## src/core/mhbp_map.svh

```systemverilog
`ifndef MHBP_MAP_SVH
`define MHBP_MAP_SVH

// Clock and reset timing
`define MHBP_CLK_PERIOD_PS 4000
`define MHBP_RST_HOLD_OSC 256
`define MHBP_OSC_PERIOD_PS 100000
`define MHBP_RST_HOLD_PS (`MHBP_RST_HOLD_OSC * `MHBP_OSC_PERIOD_PS)
`define MHBP_RST_HOLD_CYCLES ((`MHBP_RST_HOLD_PS + `MHBP_CLK_PERIOD_PS - 1) / `MHBP_CLK_PERIOD_PS)
`define MHBP_RST_CNT_W 16

// Strap settle time after reset release, in cycles
`define MHBP_STRAP_SETTLE 3'h7

// Data buffer depth
`define MHBP_FIFO_DEPTH 4

// Pin positions on the shared data bus
`define MHBP_SCLK_BIT 7
`define MHBP_SDI_BIT 6
`define MHBP_SDO_BIT 5
`define MHBP_SS_BIT 4
`define MHBP_SCL_BIT 7
`define MHBP_SDA_BIT 6
`define MHBP_ADDR_MSB 5

// Reset values of pulled-up pins and empty data
`define MHBP_PIN_IDLE 16'hFFFF
`define MHBP_BYTE_ZERO 8'h00

`endif

```

## src/core/mhbp_pkg.sv

```systemverilog
package mhbp_pkg;

	// Bus type selected by the strap
	typedef enum logic [2:0] {
		MHBP_M8080 = 3'h0,
		MHBP_M6800 = 3'h1,
		MHBP_SPI3 = 3'h2,
		MHBP_SPI4 = 3'h3,
		MHBP_I2C = 3'h4
	} mhbp_mode_t;

	// Serial engine states
	typedef enum logic [6:0] {
		SER_IDLE = 7'h01,
		SER_ADDR = 7'h02,
		SER_AACK = 7'h04,
		SER_WR = 7'h08,
		SER_WACK = 7'h10,
		SER_RD = 7'h20,
		SER_RACK = 7'h40
	} mhbp_ser_t;

endpackage : mhbp_pkg

```

## src/core/mhbp_fifo_if.sv

```systemverilog
`timescale 1ns/1ps
interface mhbp_fifo_if #(parameter int WIDTH = 9);
	logic in_valid;
	logic in_ready;
	logic [WIDTH-1:0] in_data;
	logic out_valid;
	logic out_ready;
	logic [WIDTH-1:0] out_data;

	modport fifo(input in_valid, in_data, out_ready, output in_ready, out_valid, out_data);
	modport user(output in_valid, in_data, out_ready, input in_ready, out_valid, out_data);
endinterface : mhbp_fifo_if

```

## src/core/mhbp_fifo.sv

```systemverilog
`timescale 1ns/1ps
`include "mhbp_map.svh"
module mhbp_fifo
	import mhbp_pkg::*;
#(
	parameter int WIDTH = 9,
	parameter int DEPTH = `MHBP_FIFO_DEPTH
)
(
	input wire logic i_clock,
	input wire logic i_nrst,
	mhbp_fifo_if.fifo port
);
	localparam int AW = (DEPTH > 1) ? $clog2(DEPTH) : 1;

	// Power-of-two depth keeps pointer wrap free
	generate
		if (DEPTH < 2 || (1 << AW) != DEPTH || WIDTH < 1)
		begin : g_bad
			$error("mhbp_fifo: DEPTH must be a power of two of at least 2");
		end
	endgenerate

	logic [WIDTH-1:0] mem [DEPTH];
	logic [AW-1:0] wr_ptr, next_wr_ptr, rd_ptr, next_rd_ptr;
	logic [AW:0] count, next_count;
	logic push, pop;

	// Honest full and empty from the fill count
	assign port.in_ready = (count != (AW + 1)'(DEPTH));
	assign port.out_valid = (count != '0);
	assign port.out_data = mem[rd_ptr];
	assign push = port.in_valid && port.in_ready;
	assign pop = port.out_valid && port.out_ready;

	// Pointer and count update
	always_comb
	begin
		next_wr_ptr = push ? wr_ptr + 1'b1 : wr_ptr;
		next_rd_ptr = pop ? rd_ptr + 1'b1 : rd_ptr;
		next_count = count + (AW + 1)'(push) - (AW + 1)'(pop);
	end

	always_ff @(posedge i_clock or negedge i_nrst)
	begin
		if (!i_nrst)
		begin
			wr_ptr <= '0;
			rd_ptr <= '0;
			count <= '0;
		end
		else
		begin
			wr_ptr <= next_wr_ptr;
			rd_ptr <= next_rd_ptr;
			count <= next_count;
		end
	end

	// Storage, written only on an accepted push
	always_ff @(posedge i_clock)
	begin
		if (push)
			mem[wr_ptr] <= port.in_data;
	end
endmodule : mhbp_fifo

```

## src/core/mhbp_port.sv

```systemverilog
`timescale 1ns/1ps
`include "mhbp_map.svh"
// Functional notes
// - host_wait_n low while busy, high when ready to transfer.
// - Active-low irq_n tells the host of internal status conditions.
// - Parallel modes use all eight data lines both ways.
// - cmd_data_sel low marks instruction code, high marks display data.
// - 8080 mode captures write byte on write strobe rising edge.
// - 8080 mode drives read data while read strobe is low.
// - 6800 mode drives read data while enable high, latches write on its fall.
// - Parallel cycles accepted only while parallel_select_n is low.
// - SPI uses bit 7 as clock and bit 4 as serial_select_n.
// - 4-wire SPI: bit 6 data in, bit 5 data out.
// - 3-wire SPI: bit 5 is the shared data line; bit 6 tied high.
// - I2C uses bit 7 as clock from host, bit 6 as SDA.
// - I2C slave address bits 5..0 come from data bus bits 5..0.
// - Serial modes ignore cmd_data_sel, strobes and parallel select.
// - Three-bit strap picks 8080, 6800, SPI3, SPI4 or I2C.
// - Reset pin must stay low 256 oscillator clocks to count.
module mhbp_port
	import mhbp_pkg::*;
#(
	parameter int RST_HOLD_CYCLES = `MHBP_RST_HOLD_CYCLES,
	parameter int FIFO_DEPTH = `MHBP_FIFO_DEPTH,
	parameter logic I2C_ADDR_TOP = 1'b0
)
(
	input wire logic i_clock,
	input wire logic i_nrst,
	input wire logic [7:0] i_host_data_bus,
	output logic [7:0] o_host_data_bus,
	output logic [7:0] o_host_data_oe,
	input wire logic i_cmd_data_sel,
	input wire logic i_write_strobe_n,
	input wire logic i_read_strobe_n,
	input wire logic i_parallel_select_n,
	input wire logic i_host_reset_n,
	input wire logic [2:0] i_bus_mode_strap,
	output logic o_host_wait_n,
	output logic o_irq_n,
	output logic o_host_reset,
	input wire logic i_busy,
	input wire logic i_irq_req,
	input wire logic [7:0] i_status_word,
	input wire logic [7:0] i_read_data,
	output logic o_rd_taken,
	output logic o_rx_valid,
	output logic [7:0] o_rx_data,
	output logic o_rx_is_data,
	input wire logic i_rx_ready
);
	localparam int NSYNC = 16;
	localparam int CW = `MHBP_RST_CNT_W;

	generate
		if (RST_HOLD_CYCLES < 1 || RST_HOLD_CYCLES >= (1 << CW))
		begin : g_bad
			$error("mhbp_port: RST_HOLD_CYCLES out of range");
		end
	endgenerate

	// Parallel bus types share one read/write engine
	function automatic logic is_parallel(input mhbp_mode_t m);
		return (m == MHBP_M8080) || (m == MHBP_M6800);
	endfunction : is_parallel

	// Strap decode: 00X 8080, 01X 6800, 100 SPI3, 101 SPI4, 11X I2C
	function automatic mhbp_mode_t decode_mode(input logic [2:0] s);
		mhbp_mode_t m;
		m = MHBP_M8080;
		if (!s[2])
			m = s[1] ? MHBP_M6800 : MHBP_M8080;
		else if (s[1])
			m = MHBP_I2C;
		else
			m = s[0] ? MHBP_SPI4 : MHBP_SPI3;
		return m;
	endfunction : decode_mode

	// Three-stage synchronisers; a change counts once stages two and three agree
	logic [NSYNC-1:0] raw, s1, s2, s3, flt, flt_q;
	assign raw = {i_bus_mode_strap, i_host_reset_n, i_parallel_select_n, i_read_strobe_n,
		i_write_strobe_n, i_cmd_data_sel, i_host_data_bus};
	genvar g;
	generate
		for (g = 0; g < NSYNC; g++)
		begin : g_sync
			always_ff @(posedge i_clock or negedge i_nrst)
			begin
				if (!i_nrst)
				begin
					s1[g] <= 1'b1;
					s2[g] <= 1'b1;
					s3[g] <= 1'b1;
					flt[g] <= 1'b1;
					flt_q[g] <= 1'b1;
				end
				else
				begin
					s1[g] <= raw[g];
					s2[g] <= s1[g];
					s3[g] <= s2[g];
					if (s2[g] == s3[g])
						flt[g] <= s3[g];
					flt_q[g] <= flt[g];
				end
			end
		end
	endgenerate

	logic [7:0] bus, bus_q;
	logic cds, wr_n, wr_n_q, rd_n, rd_n_q, cs_n, prst_n;
	logic [2:0] strap;
	assign bus = flt[7:0];
	assign bus_q = flt_q[7:0];
	assign cds = flt[8];
	assign wr_n = flt[9];
	assign wr_n_q = flt_q[9];
	assign rd_n = flt[10];
	assign rd_n_q = flt_q[10];
	assign cs_n = flt[11];
	assign prst_n = flt[12];
	assign strap = flt[15:13];

	// Host reset filter and strap capture
	logic [CW-1:0] rst_cnt, next_rst_cnt;
	logic host_rst, next_host_rst;
	logic [2:0] settle, next_settle;
	mhbp_mode_t mode, next_mode;
	logic [5:0] i2c_addr, next_i2c_addr;
	always_comb
	begin
		next_rst_cnt = rst_cnt;
		next_host_rst = host_rst;
		next_settle = (settle == `MHBP_STRAP_SETTLE) ? settle : settle + 3'h1;
		if (prst_n)
		begin
			next_rst_cnt = '0;
			next_host_rst = 1'b0;
		end
		else if (rst_cnt == CW'(RST_HOLD_CYCLES - 1))
			next_host_rst = 1'b1;
		else
			next_rst_cnt = rst_cnt + 1'b1;
		next_mode = mode;
		next_i2c_addr = i2c_addr;
		if (settle != `MHBP_STRAP_SETTLE || host_rst)
		begin
			next_mode = decode_mode(strap);
			next_i2c_addr = bus[`MHBP_ADDR_MSB:0];
		end
	end

	always_ff @(posedge i_clock or negedge i_nrst)
	begin
		if (!i_nrst)
		begin
			rst_cnt <= '0;
			host_rst <= 1'b0;
			settle <= 3'h0;
			mode <= MHBP_M8080;
			i2c_addr <= 6'h00;
		end
		else
		begin
			rst_cnt <= next_rst_cnt;
			host_rst <= next_host_rst;
			settle <= next_settle;
			mode <= next_mode;
			i2c_addr <= next_i2c_addr;
		end
	end

	// Parallel engine: selects, strobes and read drive
	logic par_sel, p_push, p_read, p_done;
	logic [7:0] rd_value;
	always_comb
	begin
		par_sel = is_parallel(mode) && !cs_n && !host_rst;
		rd_value = cds ? i_read_data : i_status_word;
		p_push = 1'b0;
		p_read = 1'b0;
		p_done = 1'b0;
		if (mode == MHBP_M8080)
		begin
			p_push = par_sel && wr_n && !wr_n_q;
			p_read = par_sel && !rd_n;
			p_done = par_sel && rd_n && !rd_n_q;
		end
		else if (mode == MHBP_M6800)
		begin
			// Read pin carries the enable, write pin the direction
			p_push = par_sel && !rd_n && rd_n_q && !wr_n;
			p_read = par_sel && rd_n && wr_n;
			p_done = par_sel && !rd_n && rd_n_q && wr_n;
		end
	end

	// Serial engine: SPI and I2C share one shift path
	mhbp_ser_t st, next_st;
	logic [3:0] bit_cnt, next_bit_cnt;
	logic [7:0] rx_sh, next_rx_sh, tx_sh, next_tx_sh, rx_new;
	logic first, next_first, rd_frame, next_rd_frame, load_pend, next_load_pend;
	logic sdrv, next_sdrv, s_push, s_done, din, c_rise, c_fall, sda, start, stop;
	logic fifo_ready;
	always_comb
	begin
		next_st = st;
		next_bit_cnt = bit_cnt;
		next_rx_sh = rx_sh;
		next_tx_sh = tx_sh;
		next_first = first;
		next_rd_frame = rd_frame;
		next_load_pend = load_pend;
		next_sdrv = sdrv;
		s_push = 1'b0;
		s_done = 1'b0;
		c_rise = bus[`MHBP_SCLK_BIT] && !bus_q[`MHBP_SCLK_BIT];
		c_fall = !bus[`MHBP_SCLK_BIT] && bus_q[`MHBP_SCLK_BIT];
		sda = bus[`MHBP_SDA_BIT];
		start = bus[`MHBP_SCL_BIT] && bus_q[`MHBP_SCL_BIT] && bus_q[`MHBP_SDA_BIT] && !sda;
		stop = bus[`MHBP_SCL_BIT] && bus_q[`MHBP_SCL_BIT] && !bus_q[`MHBP_SDA_BIT] && sda;
		din = (mode == MHBP_SPI4) ? bus[`MHBP_SDI_BIT] : bus[`MHBP_SDO_BIT];
		rx_new = {rx_sh[6:0], (mode == MHBP_I2C) ? sda : din};
		if (host_rst || is_parallel(mode))
		begin
			next_st = SER_IDLE;
			next_bit_cnt = 4'h0;
			next_first = 1'b1;
			next_rd_frame = 1'b0;
			next_load_pend = 1'b0;
			next_sdrv = 1'b0;
		end
		else if (mode != MHBP_I2C)
		begin
			if (bus[`MHBP_SS_BIT])
			begin
				// Deselected: preload first read byte, restart framing
				next_bit_cnt = 4'h0;
				next_first = 1'b1;
				next_rd_frame = 1'b0;
				next_load_pend = 1'b0;
				next_tx_sh = i_read_data;
			end
			else
			begin
				if (c_rise)
				begin
					next_rx_sh = rx_new;
					next_bit_cnt = bit_cnt + 4'h1;
					if (bit_cnt == 4'h7)
					begin
						next_bit_cnt = 4'h0;
						s_push = 1'b1;
						s_done = rd_frame;
						next_first = 1'b0;
						next_load_pend = 1'b1;
						if (first)
							next_rd_frame = rx_new[7];
					end
				end
				if (c_fall)
				begin
					next_load_pend = 1'b0;
					next_tx_sh = load_pend ? i_read_data : {tx_sh[6:0], 1'b0};
				end
			end
		end
		else if (start)
		begin
			next_st = SER_ADDR;
			next_bit_cnt = 4'h0;
			next_first = 1'b1;
			next_sdrv = 1'b0;
		end
		else if (stop)
		begin
			next_st = SER_IDLE;
			next_sdrv = 1'b0;
		end
		else
		begin
			unique case (st)
				SER_IDLE:
					next_sdrv = 1'b0;
				SER_ADDR, SER_WR:
				begin
					if (c_rise)
					begin
						next_rx_sh = rx_new;
						next_bit_cnt = bit_cnt + 4'h1;
					end
					else if (c_fall && bit_cnt == 4'h8)
					begin
						next_bit_cnt = 4'h0;
						if (st == SER_WR)
						begin
							s_push = 1'b1;
							next_first = 1'b0;
							next_st = SER_WACK;
							next_sdrv = fifo_ready; // Refused byte is answered by NACK
						end
						else if (rx_sh[7:1] == {I2C_ADDR_TOP, i2c_addr})
						begin
							next_st = SER_AACK;
							next_rd_frame = rx_sh[0];
							next_sdrv = 1'b1;
						end
						else
							next_st = SER_IDLE;
					end
				end
				SER_AACK, SER_WACK:
				begin
					if (c_fall)
					begin
						next_bit_cnt = 4'h0;
						next_st = (st == SER_AACK && rd_frame) ? SER_RD : SER_WR;
						next_tx_sh = i_read_data;
						next_sdrv = (st == SER_AACK && rd_frame) ? !i_read_data[7] : 1'b0;
					end
				end
				SER_RD:
				begin
					if (c_fall)
					begin
						next_bit_cnt = bit_cnt + 4'h1;
						next_tx_sh = {tx_sh[6:0], 1'b0};
						next_sdrv = !tx_sh[6];
						if (bit_cnt == 4'h7)
						begin
							next_st = SER_RACK;
							next_sdrv = 1'b0;
							next_bit_cnt = 4'h0;
							s_done = 1'b1;
						end
					end
				end
				SER_RACK:
				begin
					if (c_rise)
					begin
						next_load_pend = !sda;
						if (sda)
							next_st = SER_IDLE;
					end
					else if (c_fall && load_pend)
					begin
						next_load_pend = 1'b0;
						next_st = SER_RD;
						next_tx_sh = i_read_data;
						next_sdrv = !i_read_data[7];
					end
				end
				default:
					next_st = SER_IDLE;
			endcase
		end
	end

	always_ff @(posedge i_clock or negedge i_nrst)
	begin
		if (!i_nrst)
		begin
			st <= SER_IDLE;
			bit_cnt <= 4'h0;
			rx_sh <= `MHBP_BYTE_ZERO;
			tx_sh <= `MHBP_BYTE_ZERO;
			first <= 1'b1;
			rd_frame <= 1'b0;
			load_pend <= 1'b0;
			sdrv <= 1'b0;
		end
		else
		begin
			st <= next_st;
			bit_cnt <= next_bit_cnt;
			rx_sh <= next_rx_sh;
			tx_sh <= next_tx_sh;
			first <= next_first;
			rd_frame <= next_rd_frame;
			load_pend <= next_load_pend;
			sdrv <= next_sdrv;
		end
	end

	// Received bytes with their command/data mark pass through the buffer
	mhbp_fifo_if #(.WIDTH(9)) fif();
	mhbp_fifo #(.WIDTH(9), .DEPTH(FIFO_DEPTH)) mhbp_fifo_i (
		.i_clock(i_clock),
		.i_nrst(i_nrst),
		.port(fif.fifo)
	);
	assign fifo_ready = fif.in_ready;
	assign fif.in_valid = p_push || s_push;
	// I2C pushes on the ack-slot fall, when the shift register already holds the byte
	assign fif.in_data = p_push ? {cds, bus}
		: (mode == MHBP_I2C) ? {!first, rx_sh} : {!first, rx_new};
	assign fif.out_ready = !o_rx_valid || i_rx_ready;

	// Output registers: pins, wait, interrupt and user stream
	logic [7:0] next_out_bus, next_out_oe;
	logic next_wait_n, next_rx_valid, next_rx_is_data;
	logic [7:0] next_rx_data;
	always_comb
	begin
		next_out_bus = `MHBP_BYTE_ZERO;
		next_out_oe = `MHBP_BYTE_ZERO;
		if (p_read)
		begin
			next_out_bus = rd_value;
			next_out_oe = 8'hFF;
		end
		else if (!bus[`MHBP_SS_BIT] && !host_rst
			&& (mode == MHBP_SPI4 || (mode == MHBP_SPI3 && rd_frame)))
		begin
			next_out_bus[`MHBP_SDO_BIT] = tx_sh[7];
			next_out_oe[`MHBP_SDO_BIT] = 1'b1;
		end
		else if (mode == MHBP_I2C && sdrv)
			next_out_oe[`MHBP_SDA_BIT] = 1'b1;
		next_wait_n = !(host_rst || i_busy || !fif.in_ready);
		next_rx_valid = fif.out_ready ? fif.out_valid : o_rx_valid;
		next_rx_data = (fif.out_ready && fif.out_valid) ? fif.out_data[7:0] : o_rx_data;
		next_rx_is_data = (fif.out_ready && fif.out_valid) ? fif.out_data[8] : o_rx_is_data;
	end

	always_ff @(posedge i_clock or negedge i_nrst)
	begin
		if (!i_nrst)
		begin
			o_host_data_bus <= `MHBP_BYTE_ZERO;
			o_host_data_oe <= `MHBP_BYTE_ZERO;
			o_host_wait_n <= 1'b0;
			o_irq_n <= 1'b1;
			o_host_reset <= 1'b0;
			o_rd_taken <= 1'b0;
			o_rx_valid <= 1'b0;
			o_rx_data <= `MHBP_BYTE_ZERO;
			o_rx_is_data <= 1'b0;
		end
		else
		begin
			o_host_data_bus <= next_out_bus;
			o_host_data_oe <= next_out_oe;
			o_host_wait_n <= next_wait_n;
			o_irq_n <= !i_irq_req;
			o_host_reset <= host_rst;
			o_rd_taken <= p_done || s_done;
			o_rx_valid <= next_rx_valid;
			o_rx_data <= next_rx_data;
			o_rx_is_data <= next_rx_is_data;
		end
	end
endmodule : mhbp_port

```

## config.mk

```make
export PLATFORM = sky130hd
export DESIGN_NAME = mhbp_port
export DESIGN_NICKNAME = d
export VERILOG_FILES = /design/src/core/mhbp_pkg.sv /design/src/core/mhbp_fifo_if.sv /design/src/core/mhbp_fifo.sv /design/src/core/mhbp_port.sv
export VERILOG_INCLUDE_DIRS = /design/src /design/src/core
export SDC_FILE = /design/constraint.sdc
export NUM_CORES = 1
export LEC_CHECK = 0
export BUFFER_PORTS_ARGS = -buffer_cell sky130_fd_sc_hd__clkbuf_2
export CORE_MARGIN = 2
export CORE_UTILIZATION = 44
export CTS_BUF_LIST = sky130_fd_sc_hd__clkbuf_16
export DETAILED_ROUTE_END_ITERATION = 16
export GPL_TIMING_DRIVEN = 0
export PLACE_DENSITY = 0.68
export SYNTH_ARGS = -nofsm -noshare
export SYNTH_HDL_FRONTEND = slang
export SYNTH_HIERARCHICAL = 1
export SYNTH_SLANG_ARGS = --single-unit
```

## constraint.sdc

```tcl
create_clock -name i_clock -period 3.4 [get_ports i_clock]
set_clock_uncertainty 0.05 [all_clocks]
set_input_delay 0.51 -clock i_clock [delete_from_list [all_inputs] [get_ports i_clock]]
set_output_delay 0.51 -clock i_clock [all_outputs]
set_load 0.05 [all_outputs]
```

==> reports/results.txt <==
P&R area growth vs syn: 14.9%
CP arrival: 3.39 ns
I/O Buffers: 66
Via count: 5387
Worst EP required: 3.66 ns
Clock-pin slew on the worst setup and hold paths: 0.07 ns
Switching part of the total: 0.317
Worst-path fanout max: 10
Dominant cells by area after synthesis: dfrtp_1, dfstp_2, edfxtp_1, mux2_2, nor2_1
Initial Util: 0.444
Buffers and inverters on the worst path: 2
GRT Total Usage: 0.172
Worst Hold Class: in2async
Tmin final: 3.13 ns
TritonCTS Sinks: 196
GP Congestion: 0.896
Slew Limit Headroom: 0.373
Post-synth EDFFs: 36
Ys flop type: dfrtp_1
Worst-Margin Slew: 0.934 ns
Crit path cell chain: and2b_2 -> nand4b_1 -> nor2_1 -> a32oi_1 -> nand2_2 -> nand2b_1 -> ha_1 -> inv_1 -> ha_1 -> inv_1 -> fa_1 -> xnor2_1 -> xnor2_1
Layout Nets: 793
Syn_nets: 710
Fraction of layout cells with a size suffix above 1: 0.333
Core area: 19300 µm²
Root buffer cell: clkbuf_16
Iter 0 DRT Violations: 329
Cell Area, Synth: 8590 µm²
Hold Fails Final Rpt: 0
DIE AREA: 20700 µm²
Drc violations: 0
First-pass GRT wire length: 27.4 mm
FILL cells: 1661
CP Launch Type: register
Clock buffer depth: 2
Wire per inst: 16.3 µm
Most frequent cell after synthesis: dfrtp_1
Cells after synthesis: 661
FP Rows: 51
Combinational power share: 0.227
Fmax: 0.320 GHz
Hold_buf cts: 0
Total power draw: 0.00640 W
Fraction of the cycle the final worst path needs: 0.921
Largest net degree at the start of global routing: 96
Ports: 67
Post-Place Cells: 993
Setup CP Type: reg2reg
Peak VDD IR: 0.000490 V
Yosys Warn Count: 6
Synth cell count leaders: dfrtp_1, dfstp_2, nor2_1
Max cap viols: 0
Switching power: 0.00203 W
DRT antenna net count: 0
Post-Syn Area per Cell: 13.0 µm²
Status: finished, final reports clean
Post-Route WL: 16.7 mm
Detail-routed via count per cell: 5.27
#FFs+latches synth: 196
Final Non-Filler Cells: 1022
Yosys top cell area share: 0.259
Setup violators final: 0
Slew Limit Fails: 0
Largest area contributor in the netlist: dfrtp_1
Initial antenna violation count: 0
Vias in the first global route: 5298
Async S/R FF share, synth: 0.816
Clk pwr share: 0.306
Clk_lat worst skew: 0.43 ns
Unrepaired setup endpoints after global routing: false
Die width: 144 µm
Pleak: 4.10 nW
Post-place setup slack: -0.287 ns
Global route overflow: 0
Netlist cell types: 77
Sequential power share: 0.467
Critical path's top delay family: simple AND/OR/NAND/NOR gates
Pre-antenna DRT Iters: 5
H-tree levels: 4
Endpoint type of the worst setup path: register
Int Pwr: 0.00437 W
TritonCTS Buffers: 17
PwrDens: 649 nW/µm²
Max stage delay on crit path: 0.62 ns
CTS tree: done
Setup ws final: 0.270 ns
Dpl hpwl: 11.5 mm
ANT cells: 0
Die Ht: 144 µm
Seq/Total Area, Yosys: 0.602
CP max-delay cell: dfstp_2
## state kept, by name (all words and copies together) (netlist names), 2 cells and up
name / cells
bit_cnt: 4
o_rx_data: 8
i2c_addr: 6
s2: 16
rst_cnt: 16
mhbp_fifo_i/mem: 36
st: 7
s1: 16
settle: 3
o_host_data_bus: 8
s3: 16
o_host_data_oe: 3
rx_sh: 8
bus_q: 2
mhbp_fifo_i/rd_ptr: 2
mhbp_fifo_i/count: 3
tx_sh: 8
mode: 3
mhbp_fifo_i/wr_ptr: 2
flt: 3
bus: 7
## metal layers
| metal | track usage | share of wire |
|---|---|---|
| met5 | 0 | 0 |
| met4 | 0.0526 | 0.014 |
| met3 | 0.0460 | 0.043 |
| met2 | 0.278 | 0.49 |
| met1 | 0.226 | 0.45 |
## power groups by stage
stage | sequential [W] | clock [W] | combinational (W)
2_1_floorplan | 0.00322 | 0 | 0.000856
3_3_place_gp | 0.00300 | 0 | 0.00140
3_5_place_dp | 0.00302 | 0 | 0.00147
4_1_cts | 0.00298 | 0.00202 | 0.00148
5_1_grt | 0.00303 | 0.00213 | 0.00160
6_report | 0.00299 | 0.00196 | 0.00145
## worst register-to-register path: stages, from the launching register on
cell and delay [ns]:
dfstp_2 0.62, and2b_2 0.23, nand4b_1 0.23, nor2_1 0.21, a32oi_1 0.14, nand2_2 0.20
nand2b_1 0.09, ha_1 0.30, inv_1 0.07, ha_1 0.14, inv_1 0.05, fa_1 0.40
xnor2_1 0.15, xnor2_1 0.14
## layout make-up
type / count / area [µm²] / area share
Inverter: 16 / 60.1 / 0.00609
Buffer: 33 / 238 / 0.0241
Multi-Input combinational cell: 413 / 3130 / 0.317
Tap cell: 265 / 332 / 0.0336
Timing Repair Buffer: 67 / 367 / 0.0371
Clock inverter: 15 / 148 / 0.0150
Sequential cell: 196 / 5170 / 0.524
Clock buffer: 17 / 425 / 0.0431
## logic make-up (layout without fill, tap and decap cells)
group | after synthesis | count (layout) | synth area share
AO/OA/AOI/OAI | 92 | 92 | 0.0771
flip-flops | 196 | 196 | 0.602
buffers and inverters | 52 | 148 | 0.0366
AND/OR/NAND/NOR | 207 | 207 | 0.129
multiplexers | 62 | 62 | 0.0934
XOR/XNOR | 24 | 24 | 0.0245
adder cells (fa/ha/maj) | 28 | 28 | 0.0370
## through the flow
step	hold slack, ns	instance area [µm²]	util	TNS (ns)
after floorplan	0.164	8590	-	0
after global placement	0.296	9250	0.478	-75.74
after detailed placement	0.297	9290	0.480	-0.382
after CTS	0.0170	9870	0.511	0
after global routing	0.0263	9870	0.510	0
final	0.00366	9870	0.510	0
## final timing paths
| check | startpoint | endpoint | slack [ns] | cells after the start |
|---|---|---|---|---|
| max | bus_q[7]$_DFF_PN1_ | mhbp_fifo_i/count[2]$_DFF_PN0_ | 0.27 | 13 |
| min | i_nrst | st[5]$_DFFE_PN0P_ | 0.004 | 1 |
| max reg2reg | bus_q[7]$_DFF_PN1_ | mhbp_fifo_i/count[2]$_DFF_PN0_ | 0.27 | 13 |
| min reg2reg | s1[11]$_DFF_PN1_ | s2[11]$_DFF_PN1_ | 0.31 | 0 |
| max in group asynchronous | i_nrst | s2[12]$_DFF_PN1_ | 2.45 | 2 |
| min in group i_clock | i_host_reset_n | s1[12]$_DFF_PN1_ | 0.10 | 1 |
## cells in the final DEF (no fill, tap or decap), types with 5 or more instances in the layout
| cell type | count |
|---|---|
| clkbuf_16 | 17 |
| a21oi_1 | 23 |
| buf_4 | 5 |
| and3b_1 | 5 |
| nand2b_1 | 12 |
| edfxtp_1 | 36 |
| mux2_2 | 26 |
| mux4_2 | 9 |
| nor4_1 | 5 |
| xnor2_1 | 10 |
| clkbuf_8 | 7 |
| or3_1 | 5 |
| nor2_1 | 59 |
| mux2i_1 | 19 |
| nor3b_1 | 5 |
| ha_1 | 11 |
| xor2_1 | 14 |
| a31oi_1 | 12 |
| nand2_1 | 49 |
| nand3_1 | 12 |
| mux2_4 | 7 |
| clkbuf_1 | 14 |
| nand4_1 | 9 |
| dfrtp_1 | 89 |
| dfstp_2 | 71 |
| clkbuf_2 | 67 |
| nor3_1 | 5 |
| o21ai_0 | 19 |
| maj3_1 | 16 |
| and3_1 | 6 |
| inv_1 | 17 |
## repair_timing
| action | in CTS | in global routing |
|---|---|---|
| buffers inserted | 0 | 0 |
| resized for setup | 3 | 4 |
| setup endpoints to repair | 2 | 2 |
(Power assumes the default switching activity.)
